--- config.mk ---
export PLATFORM = sky130hd
export DESIGN_NAME = lfp_ctrl
export DESIGN_NICKNAME = d
export VERILOG_FILES = /design/src/common/lfp_pkg.sv /design/src/logic/lfp_sync.sv /design/src/logic/lfp_ctrl.sv
export SDC_FILE = /design/constraint.sdc
export NUM_CORES = 1
export LEC_CHECK = 0
export ABC_AREA = 1
export BUFFER_PORTS_ARGS = -buffer_cell sky130_fd_sc_hd__buf_4
export CAP_MARGIN = 0
export CORE_AREA = 2 2 125 97
export DETAILED_ROUTE_END_ITERATION = 7
export DIE_AREA = 0 0 127 99
export HOLD_SLACK_MARGIN = 0.05
export PLACE_DENSITY = 0.72
export SYNTH_ARGS = -nofsm -noshare
export SYNTH_HDL_FRONTEND = slang
export SYNTH_SLANG_ARGS = --single-unit
--- constraint.sdc ---
create_clock -name core_clk -period 7.9 [get_ports core_clk]
set_input_delay 1.58 -clock core_clk [delete_from_list [all_inputs] [get_ports core_clk]]
set_output_delay 1.58 -clock core_clk [all_outputs]
set_load 0.01 [all_outputs]
--- src/common/lfp_pkg.sv ---
// lfp_pkg: register map, field layout, reset values and timing constants
package lfp_pkg;

    // =========================================================
    // register bus
    localparam int ADDR_W = 3;
    localparam int DATA_W = 8;

    localparam logic [2:0] ADDR_MODE_CTRL = 3'h0;
    localparam logic [2:0] ADDR_INDICATOR = 3'h1;
    localparam logic [2:0] ADDR_VOLTAGE = 3'h2;
    localparam logic [2:0] ADDR_CURRENT_A = 3'h3;
    localparam logic [2:0] ADDR_CURRENT_B = 3'h4;
    localparam logic [2:0] ADDR_STATUS = 3'h5;
    localparam logic [2:0] ADDR_RAMP = 3'h6;

    // =========================================================
    // field positions
    localparam int MODE_LSB = 0;
    localparam int FVM_BIT = 2;
    localparam int LEDSEL_LSB = 3;
    localparam int TSEN_BIT = 6;
    localparam int BATMON_BIT = 7;
    localparam int IND_LSB = 0;
    localparam int IND_ON_BIT = 4;
    localparam int REV_SEL_BIT = 5;
    localparam int PWM_EN_BIT = 6;
    localparam int OV_LSB = 0;
    localparam int DROOP_LSB = 4;

    // =========================================================
    // operating modes and codes
    typedef enum logic [1:0] {
        LFP_MODE_OFF = 2'b00,
        LFP_MODE_VIDEO = 2'b01,
        LFP_MODE_FLASH = 2'b10,
        LFP_MODE_VOLT = 2'b11
    } lfp_mode_t;

    localparam logic [3:0] OV_HIGH_MIN = 4'h5;
    localparam logic [2:0] IND_MAX_STEP = 3'h7;
    localparam logic [1:0] DIE_COOL = 2'h0;
    localparam logic [1:0] DIE_WARM = 2'h1;
    localparam logic [1:0] DIE_HOT = 2'h2;
    localparam logic [1:0] DIE_TRIP = 2'h3;

    // =========================================================
    // reset values
    localparam logic [7:0] RST_MODE_CTRL = 8'h00;
    localparam logic [7:0] RST_INDICATOR = 8'h00;
    localparam logic [7:0] RST_VOLTAGE = 8'h00;
    localparam logic [4:0] RST_CURRENT_A = 5'h00;
    localparam logic [5:0] RST_CURRENT_B = 6'h00;

    // =========================================================
    // timing
    localparam longint CLK_HZ = 50_000_000;
    localparam longint PWM_HZ = 30_000;
    localparam longint T_RISE_NS = 12_000;
    localparam longint T_FALL_NS = 500;
    localparam longint CLK_NS = 1_000_000_000 / CLK_HZ;
    localparam logic [10:0] PWM_PERIOD_CYC = 11'(CLK_HZ / PWM_HZ);
    localparam logic [9:0] RISE_CYC = 10'((T_RISE_NS + CLK_NS - 1) / CLK_NS);
    localparam logic [9:0] FALL_CYC = 10'(T_FALL_NS / CLK_NS);

endpackage

--- src/logic/lfp_sync.sv ---
// lfp_sync: two-stage synchroniser for a vector of asynchronous levels
`timescale 1ns/1ns
`default_nettype none

module lfp_sync #(
    parameter int WIDTH = 1
) (
    // clock and reset
    input wire logic core_clk,
    input wire logic rst_n,
    // levels
    input wire logic [WIDTH-1:0] async_in,
    output logic [WIDTH-1:0] sync_out
);

    logic [WIDTH-1:0] meta;
    logic [WIDTH-1:0] next_meta;
    logic [WIDTH-1:0] next_sync_out;

    // first stage feeds only the second stage
    always_comb begin
        next_meta = rst_n ? async_in : '0;
        next_sync_out = rst_n ? meta : '0;
    end

    always_ff @(posedge core_clk) begin
        meta <= next_meta;
        sync_out <= next_sync_out;
    end

endmodule // lfp_sync

`default_nettype wire

--- src/logic/lfp_ctrl.sv ---
// lfp_ctrl: flash LED driver control, protection flags and status
//
// The address map and the plain strobed port were left to the implementer.
`timescale 1ns/1ns
`default_nettype none

module lfp_ctrl
    import lfp_pkg::*;
(
    // clock and reset
    input wire logic core_clk,
    input wire logic rst_n,
    // register port
    input wire logic [ADDR_W-1:0] reg_addr,
    input wire logic [DATA_W-1:0] reg_wdata,
    input wire logic reg_wr,
    input wire logic reg_rd,
    output logic [DATA_W-1:0] reg_rdata,
    // analog comparators and pins (asynchronous)
    input wire logic ts_below_warn,
    input wire logic ts_below_hot,
    input wire logic ovp_trip,
    input wire logic led_short,
    input wire logic uvlo_low,
    input wire logic die_over_55,
    input wire logic die_over_70,
    input wire logic die_over_160,
    input wire logic die_below_140,
    input wire logic droop_trip,
    input wire logic tx_mask,
    // power stage and LED controls
    output logic power_switch_en,
    output logic rectifier_en,
    output logic overvoltage_clamp,
    output logic ovp_high_sel,
    output logic shutdown,
    output logic [2:0] led_gate,
    output logic [5:0] led_current_steps,
    output logic safety_timeout_en,
    // indicator
    output logic indicator_en,
    output logic [2:0] indicator_level,
    output logic converter_output_pulldown,
    // droop, temperature and die monitors
    output logic droop_sample,
    output logic [2:0] droop_limit,
    output logic ts_monitor_active,
    output logic die_monitor_active
);

    // =========================================================
    // synchronisers
    localparam int NSYNC = 11;
    logic [NSYNC-1:0] raw_in;
    logic [NSYNC-1:0] syn;
    logic ts_warn_s, ts_hot_s, ovp_s, short_s, uvlo_s;
    logic d55_s, d70_s, d160_s, d140_s, droop_s, txm_s;

    assign raw_in = {tx_mask, droop_trip, die_below_140, die_over_160,
                     die_over_70, die_over_55, uvlo_low, led_short,
                     ovp_trip, ts_below_hot, ts_below_warn};

    lfp_sync #(.WIDTH(NSYNC)) u_sync (
        .core_clk(core_clk),
        .rst_n(rst_n),
        .async_in(raw_in),
        .sync_out(syn)
    );

    assign {txm_s, droop_s, d140_s, d160_s, d70_s, d55_s, uvlo_s, short_s,
            ovp_s, ts_hot_s, ts_warn_s} = syn;

    // =========================================================
    // software registers
    logic [7:0] mode_ctrl, next_mode_ctrl;
    logic [7:0] ind_cfg, next_ind_cfg;
    logic [7:0] volt_cfg, next_volt_cfg;
    logic [4:0] flash_current_a, next_flash_current_a;
    logic [5:0] flash_current_b, next_flash_current_b;

    lfp_mode_t mode;
    logic forced_voltage_mode_bit, temp_sense_enable, battery_monitor_enable;
    logic [2:0] led_select_bits, droop_setting;
    logic [3:0] indicator_setting, output_voltage_code;

    assign mode = lfp_mode_t'(mode_ctrl[MODE_LSB +: 2]);
    assign forced_voltage_mode_bit = mode_ctrl[FVM_BIT];
    assign led_select_bits = mode_ctrl[LEDSEL_LSB +: 3];
    assign temp_sense_enable = mode_ctrl[TSEN_BIT];
    assign battery_monitor_enable = mode_ctrl[BATMON_BIT];
    assign indicator_setting = ind_cfg[IND_LSB +: 4];
    assign output_voltage_code = volt_cfg[OV_LSB +: 4];
    assign droop_setting = volt_cfg[DROOP_LSB +: 3];

    // =========================================================
    // mode decode
    logic led_mode, voltage_mode, pwm_mode, flash_mode;
    logic tsd_active, led_hot_flag;
    logic regulating, hot_event, tsd_event, wr_hit_mode;

    assign led_mode = (mode == LFP_MODE_VIDEO) || (mode == LFP_MODE_FLASH);
    assign voltage_mode = (mode == LFP_MODE_VOLT) || forced_voltage_mode_bit;
    assign flash_mode = (mode == LFP_MODE_FLASH) && !tsd_active;
    assign shutdown = (mode == LFP_MODE_OFF) && !forced_voltage_mode_bit;
    assign regulating = led_mode && !tsd_active;
    assign pwm_mode = ind_cfg[PWM_EN_BIT] && (mode == LFP_MODE_VIDEO)
                      && forced_voltage_mode_bit;
    assign ts_monitor_active = led_mode
        || ((mode == LFP_MODE_VOLT) && temp_sense_enable);
    assign hot_event = regulating && ts_monitor_active && ts_hot_s;
    assign tsd_event = d160_s && !shutdown;
    assign wr_hit_mode = reg_wr && (reg_addr == ADDR_MODE_CTRL);

    // hardware suspension overrides a concurrent software write
    always_comb begin
        next_mode_ctrl = mode_ctrl;
        next_ind_cfg = ind_cfg;
        next_volt_cfg = volt_cfg;
        next_flash_current_a = flash_current_a;
        next_flash_current_b = flash_current_b;
        if (wr_hit_mode) begin
            next_mode_ctrl = reg_wdata;
        end
        if (reg_wr && (reg_addr == ADDR_INDICATOR)) begin
            next_ind_cfg = reg_wdata;
        end
        if (reg_wr && (reg_addr == ADDR_VOLTAGE)) begin
            next_volt_cfg = reg_wdata;
        end
        if (reg_wr && (reg_addr == ADDR_CURRENT_A)) begin
            next_flash_current_a = reg_wdata[4:0];
        end
        if (reg_wr && (reg_addr == ADDR_CURRENT_B)) begin
            next_flash_current_b = reg_wdata[5:0];
        end
        if (hot_event) begin
            next_mode_ctrl[MODE_LSB +: 2] = LFP_MODE_OFF;
        end
        if (tsd_event && led_mode && !voltage_mode) begin
            next_mode_ctrl[MODE_LSB +: 2] = LFP_MODE_OFF;
        end
        if (!rst_n) begin
            next_mode_ctrl = RST_MODE_CTRL;
            next_ind_cfg = RST_INDICATOR;
            next_volt_cfg = RST_VOLTAGE;
            next_flash_current_a = RST_CURRENT_A;
            next_flash_current_b = RST_CURRENT_B;
        end
    end

    always_ff @(posedge core_clk) begin
        mode_ctrl <= next_mode_ctrl;
        ind_cfg <= next_ind_cfg;
        volt_cfg <= next_volt_cfg;
        flash_current_a <= next_flash_current_a;
        flash_current_b <= next_flash_current_b;
    end

    // =========================================================
    // flags and die temperature
    logic led_failure_flag, next_led_failure_flag;
    logic next_led_hot_flag, next_tsd_active;
    logic [1:0] die_temperature_field, next_die_temperature_field;
    logic [1:0] die_band;
    logic led_warning_flag, status_rd;

    assign status_rd = reg_rd && (reg_addr == ADDR_STATUS);
    assign led_warning_flag = ts_monitor_active && ts_warn_s;
    assign die_monitor_active = !shutdown;
    assign die_band = d70_s ? DIE_HOT : (d55_s ? DIE_WARM : DIE_COOL);

    // sticky flags: a set in the read cycle wins over the clear
    always_comb begin
        next_led_hot_flag = led_hot_flag;
        next_led_failure_flag = led_failure_flag;
        next_tsd_active = tsd_active;
        next_die_temperature_field = die_temperature_field;
        if (status_rd) begin
            next_led_hot_flag = 1'b0;
            next_led_failure_flag = 1'b0;
        end
        if (hot_event) begin
            next_led_hot_flag = 1'b1;
        end
        if (regulating && (ovp_s || short_s)) begin
            next_led_failure_flag = 1'b1;
        end
        if (tsd_event) begin
            next_tsd_active = 1'b1;
        end else if (d140_s) begin
            next_tsd_active = 1'b0;
        end
        if (die_temperature_field != DIE_TRIP || status_rd) begin
            next_die_temperature_field = shutdown ? DIE_COOL : die_band;
        end
        if (tsd_event || hot_event) begin
            next_die_temperature_field = DIE_TRIP;
        end
        if (!rst_n) begin
            next_led_hot_flag = 1'b0;
            next_led_failure_flag = 1'b0;
            next_tsd_active = 1'b0;
            next_die_temperature_field = DIE_COOL;
        end
    end

    always_ff @(posedge core_clk) begin
        led_hot_flag <= next_led_hot_flag;
        led_failure_flag <= next_led_failure_flag;
        tsd_active <= next_tsd_active;
        die_temperature_field <= next_die_temperature_field;
    end

    // =========================================================
    // dimming PWM
    logic [10:0] pwm_cnt, next_pwm_cnt;
    logic [14:0] duty_thr;
    logic pwm_on;

    // setting/16 of the period; a setting of 0 keeps LEDs dark
    assign duty_thr = 15'((15'(PWM_PERIOD_CYC) * 15'(indicator_setting)) >> 4);
    assign pwm_on = 15'(pwm_cnt) < duty_thr;

    always_comb begin
        next_pwm_cnt = pwm_cnt + 11'h001;
        if (pwm_cnt == PWM_PERIOD_CYC - 11'h001 || !rst_n) begin
            next_pwm_cnt = 11'h000;
        end
    end

    always_ff @(posedge core_clk) begin
        pwm_cnt <= next_pwm_cnt;
    end

    // =========================================================
    // current ramp and droop monitor
    logic [5:0] target_steps, next_steps;
    logic [9:0] ramp_tmr, next_ramp_tmr;
    logic flash_q, next_flash_q;
    logic droop_halt, next_droop_halt;
    logic [2:0] next_droop_limit;
    logic next_droop_sample, flash_start, droop_watch;

    assign flash_start = flash_mode && !flash_q;
    assign droop_watch = battery_monitor_enable && !txm_s;
    assign target_steps = !regulating ? 6'h00
        : (flash_mode ? flash_current_b : {1'b0, flash_current_a});

    always_comb begin
        next_steps = led_current_steps;
        next_ramp_tmr = ramp_tmr + 10'h001;
        next_flash_q = flash_mode;
        next_droop_halt = droop_halt;
        next_droop_limit = droop_limit;
        next_droop_sample = 1'b0;
        if (flash_start) begin
            next_droop_sample = battery_monitor_enable;
            next_droop_limit = droop_setting;
            next_droop_halt = 1'b0;
        end else if (!flash_mode) begin
            next_droop_halt = 1'b0;
        end else if (droop_watch && droop_s
                     && led_current_steps < target_steps) begin
            next_droop_halt = 1'b1;
        end
        if (led_current_steps < target_steps && !next_droop_halt) begin
            if (ramp_tmr >= RISE_CYC - 10'h001) begin
                next_steps = led_current_steps + 6'h01;
                next_ramp_tmr = 10'h000;
            end
        end else if (led_current_steps > target_steps) begin
            if (ramp_tmr >= FALL_CYC - 10'h001) begin
                next_steps = led_current_steps - 6'h01;
                next_ramp_tmr = 10'h000;
            end
        end else begin
            next_ramp_tmr = 10'h000;
        end
        if (!rst_n) begin
            next_steps = 6'h00;
            next_ramp_tmr = 10'h000;
            next_flash_q = 1'b0;
            next_droop_halt = 1'b0;
            next_droop_limit = 3'h0;
            next_droop_sample = 1'b0;
        end
    end

    always_ff @(posedge core_clk) begin
        led_current_steps <= next_steps;
        ramp_tmr <= next_ramp_tmr;
        flash_q <= next_flash_q;
        droop_halt <= next_droop_halt;
        droop_limit <= next_droop_limit;
        droop_sample <= next_droop_sample;
    end

    // =========================================================
    // power stage and LED outputs
    always_comb begin
        power_switch_en = !shutdown && !tsd_active && !uvlo_s;
        rectifier_en = !shutdown && !tsd_active && !uvlo_s;
        ovp_high_sel = output_voltage_code >= OV_HIGH_MIN;
        overvoltage_clamp = regulating && ovp_s;
        safety_timeout_en = !pwm_mode;
        indicator_en = ind_cfg[IND_ON_BIT];
        indicator_level = (indicator_setting > 4'(IND_MAX_STEP))
            ? IND_MAX_STEP : indicator_setting[2:0];
        converter_output_pulldown = ind_cfg[REV_SEL_BIT]
            && ind_cfg[IND_ON_BIT] && shutdown;
        // gates on only while regulating; dimming chops selected LEDs
        led_gate = (regulating && (!pwm_mode || pwm_on))
            ? led_select_bits : 3'h0;
    end

    // =========================================================
    // read data, one cycle after the strobe
    logic [DATA_W-1:0] next_rdata;

    always_comb begin
        next_rdata = 8'h00;
        if (reg_rd) begin
            case (reg_addr)
                ADDR_MODE_CTRL: next_rdata = mode_ctrl;
                ADDR_INDICATOR: next_rdata = ind_cfg;
                ADDR_VOLTAGE: next_rdata = volt_cfg;
                ADDR_CURRENT_A: next_rdata = {3'h0, flash_current_a};
                ADDR_CURRENT_B: next_rdata = {2'h0, flash_current_b};
                ADDR_STATUS: next_rdata = {1'b0, droop_halt, tsd_active,
                                           die_temperature_field,
                                           led_failure_flag, led_hot_flag,
                                           led_warning_flag};
                ADDR_RAMP: next_rdata = {2'h0, led_current_steps};
                default: next_rdata = 8'h00;
            endcase
        end
        if (!rst_n) begin
            next_rdata = 8'h00;
        end
    end

    always_ff @(posedge core_clk) begin
        reg_rdata <= next_rdata;
    end

endmodule // lfp_ctrl

`default_nettype wire

==> flow_summary.yaml <==
layout:
  fillCellCount: 1113
  regArea_um2: 2060
  drive_gt1_frac: 0.144
  layout.nets: 773
  utilization: 0.516
  n_antenna_cell: 0
  multiInputGateArea_um2: 2470
  syn_to_final_growth_pct: 17.0
global_routing:
  grt_max_degree: 62
  overflow: 0
  grt_pass1_wl_um: 20600
  track_usage: 0.208
  grt_pass1_vias: 4181
  antenna_found_initial: 0
synthesis:
  synth_warnings: 0
  synth_area_um2: 4990
  synth_edf_count: 0
  yosysMostFrequentCell: "nand2_1"
  synth.distinct_cells: 42
  synthTopCellsByCount: "nand2_1, dfxtp_1, inv_1, nor2_1, a21oi_1"
  synth_cells: 647
  ys_top_cells_by_area: "dfxtp_1, ha_1, nand2_1, inv_1, a21oi_1"
  avgSynthCellArea_um2: 7.72
  syn_nets: 715
  synth_top_area_cell: "dfxtp_1"
  seq_area_frac_synth: 0.413
  synth_top_cell_area_share: 0.413
  async_reset_ff_frac: 0
  ys_ff_latch: 103
  synth-main-ff-cell: "dfxtp_1"
worst_hold_path:
  min_to: "u_sync.sync_out[8]"
  holdCritPathClass: "reg -> reg"
  hold_path_startpoint: "u_sync.meta[8]"
  min_delay_path_depth: 2
setup_path:
  reg2reg_depth: 25
  cp_top_family: "adder cells"
  cpMaxStageDelayCell: "dfxtp_1"
  crit_top_cell: "ha_1"
  crit_chain: "inv_1 > ha_1 > ha_1 > ha_1 > inv_1 > fa_1 > o21ai_0 > a21oi_1 > xor2_1 > ha_1 > nand2_1 > nor2_1 > nand3_1 > o2111a_1 > o21ai_0 > nor2_1 > buf_4"
  required_ps: 6320
  path_max_fanout: 7
  worst-setup-path-type: "reg -> out"
  r2r_start: "mode_ctrl[0]"
  worstSetupEndpointType: "output pin"
  arrival_ps: 3990
  path_buf_inv: 3
  cp.depth: 17
  r2r-end: "led_current_steps[5]"
  critPathMaxStageDelay_ps: 450
  start_kind: "flip-flop"
  r2r_slack_ps: 3790
route:
  drc: 0
  drt_iter0_markers: 440
  drt_wl_total_um: 12600
  firstDrtPassIters: 5
  vias: 4499
  wl_per_cell_um: 14.7
  viasPerCell: 5.27
  ant_nets: 0
sta:
  setup_viol: 0
  fin_crit_sh: 0.705
  final_hold_viol_count: 0
  clock.fmax_mhz: 180
  fin_crit_ps: 5570
  rsz0062_at_grt: "false"
  tns_ps: 0
  final.setup_skew_ps: 6.70
  slew_viol_final: 0
  worst_pin_slew_ps: 624
  relSlewSlack: 0.584
floorplan:
  dieArea_um2: 12600
  pin_count: 60
  die_width_um: 127
  num_rows: 34
  fp.dieH_um: 99
  core_area_um2: 11300
  start_util: 0.441
power:
  p_leak_nw: 2.64
  p_per_area_nw_per_um2: 182
  vdd_drop_max_v: 0.000115
clock_network:
  clockBufferDepth: 2
  cts_tree: "done"
  clk_pin_slew_ps: 70
  cts_htree_levels: 3
  cts_buffers: 9
  clk_latency_ps: 350
  cts_setup_buffers: 0
  clockRootBuffer: "clkbuf_16"
  clock_sinks: 103
  cts_resized: 0
  hold_buffers: 0
job:
  cap_violations: 0
place:
  gp_congestion: 0.918
  portBuffers: 59
  dpl.hpwl_um: 9690
status:
  status: "completed"
[worst max path at each step]
stage,slack (ps),to,start
2_1_floorplan,3290,led_gate[0],ind_cfg[3]
3_3_place_gp,2990,led_gate[2],ind_cfg[3]
3_5_place_dp,2790,led_gate[0],ind_cfg[3]
4_1_cts,2340,led_gate[0],ind_cfg[3]
5_1_grt,2130,led_gate[0],ind_cfg[3]
6_report,2330,led_gate[0],ind_cfg[3]
[worst min-delay path: cells and delay by family, from the launching register on]
kind,cells,cell delay [ps]
buffers and inverters,1,40
DFF,1,310
and+or+nand+nor,1,40
[placed cells by master, fill, tap and decap left out, drive strengths merged, types with 9 or more instances in the layout]
| master | Yosys | final |
|---|---|---|
| nand3 | 28 | 28 |
| a21oi | 65 | 65 |
| buf | 7 | 60 |
| clkbuf | 6 | 9 |
| inv | 103 | 108 |
| dfxtp | 103 | 103 |
| nor2 | 69 | 69 |
| o21ai | 53 | 53 |
| nand2 | 112 | 112 |
| ha | 40 | 40 |
[layout make-up]
cell class / count / share of cell area
Tap cell: 144 / 0.0308
Sequential cell: 103 / 0.353
Timing Repair Buffer: 60 / 0.0771
Inverter: 104 / 0.0668
Clock buffer: 9 / 0.0385
Clock inverter: 7 / 0.0116
Multi-Input combinational cell: 427 / 0.422
[cells by family (layout without fill, tap and decap cells)]
family | count (synthesis) | in the layout | share of synthesized area
flip-flops | 103 | 103 | 0.413
multiplexers | 1 | 1 | 0.00226
buffers and inverters | 117 | 180 | 0.0927
XOR/XNOR | 14 | 14 | 0.0246
adder cells (fa/ha/maj) | 42 | 42 | 0.108
AO/OA/AOI/OAI | 140 | 140 | 0.158
AND/OR/NAND/NOR | 230 | 230 | 0.201
[sequential cells by signal (all words and copies together), names as in the netlist, 2 cells and up]
register	count
ind_cfg	8
die_temperature_field	2
led_current_steps	6
flash_current_a	5
mode_ctrl	8
u_sync.meta	11
volt_cfg	8
pwm_cnt	11
flash_current_b	6
reg_rdata	8
ramp_tmr	10
u_sync.sync_out	11
droop_limit	3
[power breakdown]
part / switching (mW) / total, mW / leakage, nW / internal, mW
logic: 0.0537 / 0.0847 / 1.66 / 0.0310
clock network: 0.217 / 0.440 / 0.142 / 0.223
registers: 0.00763 / 0.540 / 0.838 / 0.532
total: 0.278 / 1.06 / 2.64 / 0.786
[per-stage QoR]
| stage | setup slack, ps | hold WS (ps) | instance area [um^2] | power, mW | std cells |
|---|---|---|---|---|---|
| 2_1_floorplan | 3290 | 390 | 4990 | 0.600 | 647 |
| 3_3_place_gp | 2990 | 398 | 5550 | 0.633 | 838 |
| 3_5_place_dp | 2790 | 395 | 5550 | 0.635 | 838 |
| 4_1_cts | 2340 | 414 | 5840 | 1.07 | 854 |
| 5_1_grt | 2130 | 433 | 5840 | 1.10 | 854 |
| 6_report | 2330 | 414 | 5840 | 1.06 | 854 |
[routing by layer]
layer	part of all wire	track usage
met1	0.45	0.289
met2	0.43	0.310
met3	0.10	0.0673
met4	0.018	0.0609
met5	0	0
(Power assumes the default switching activity.)
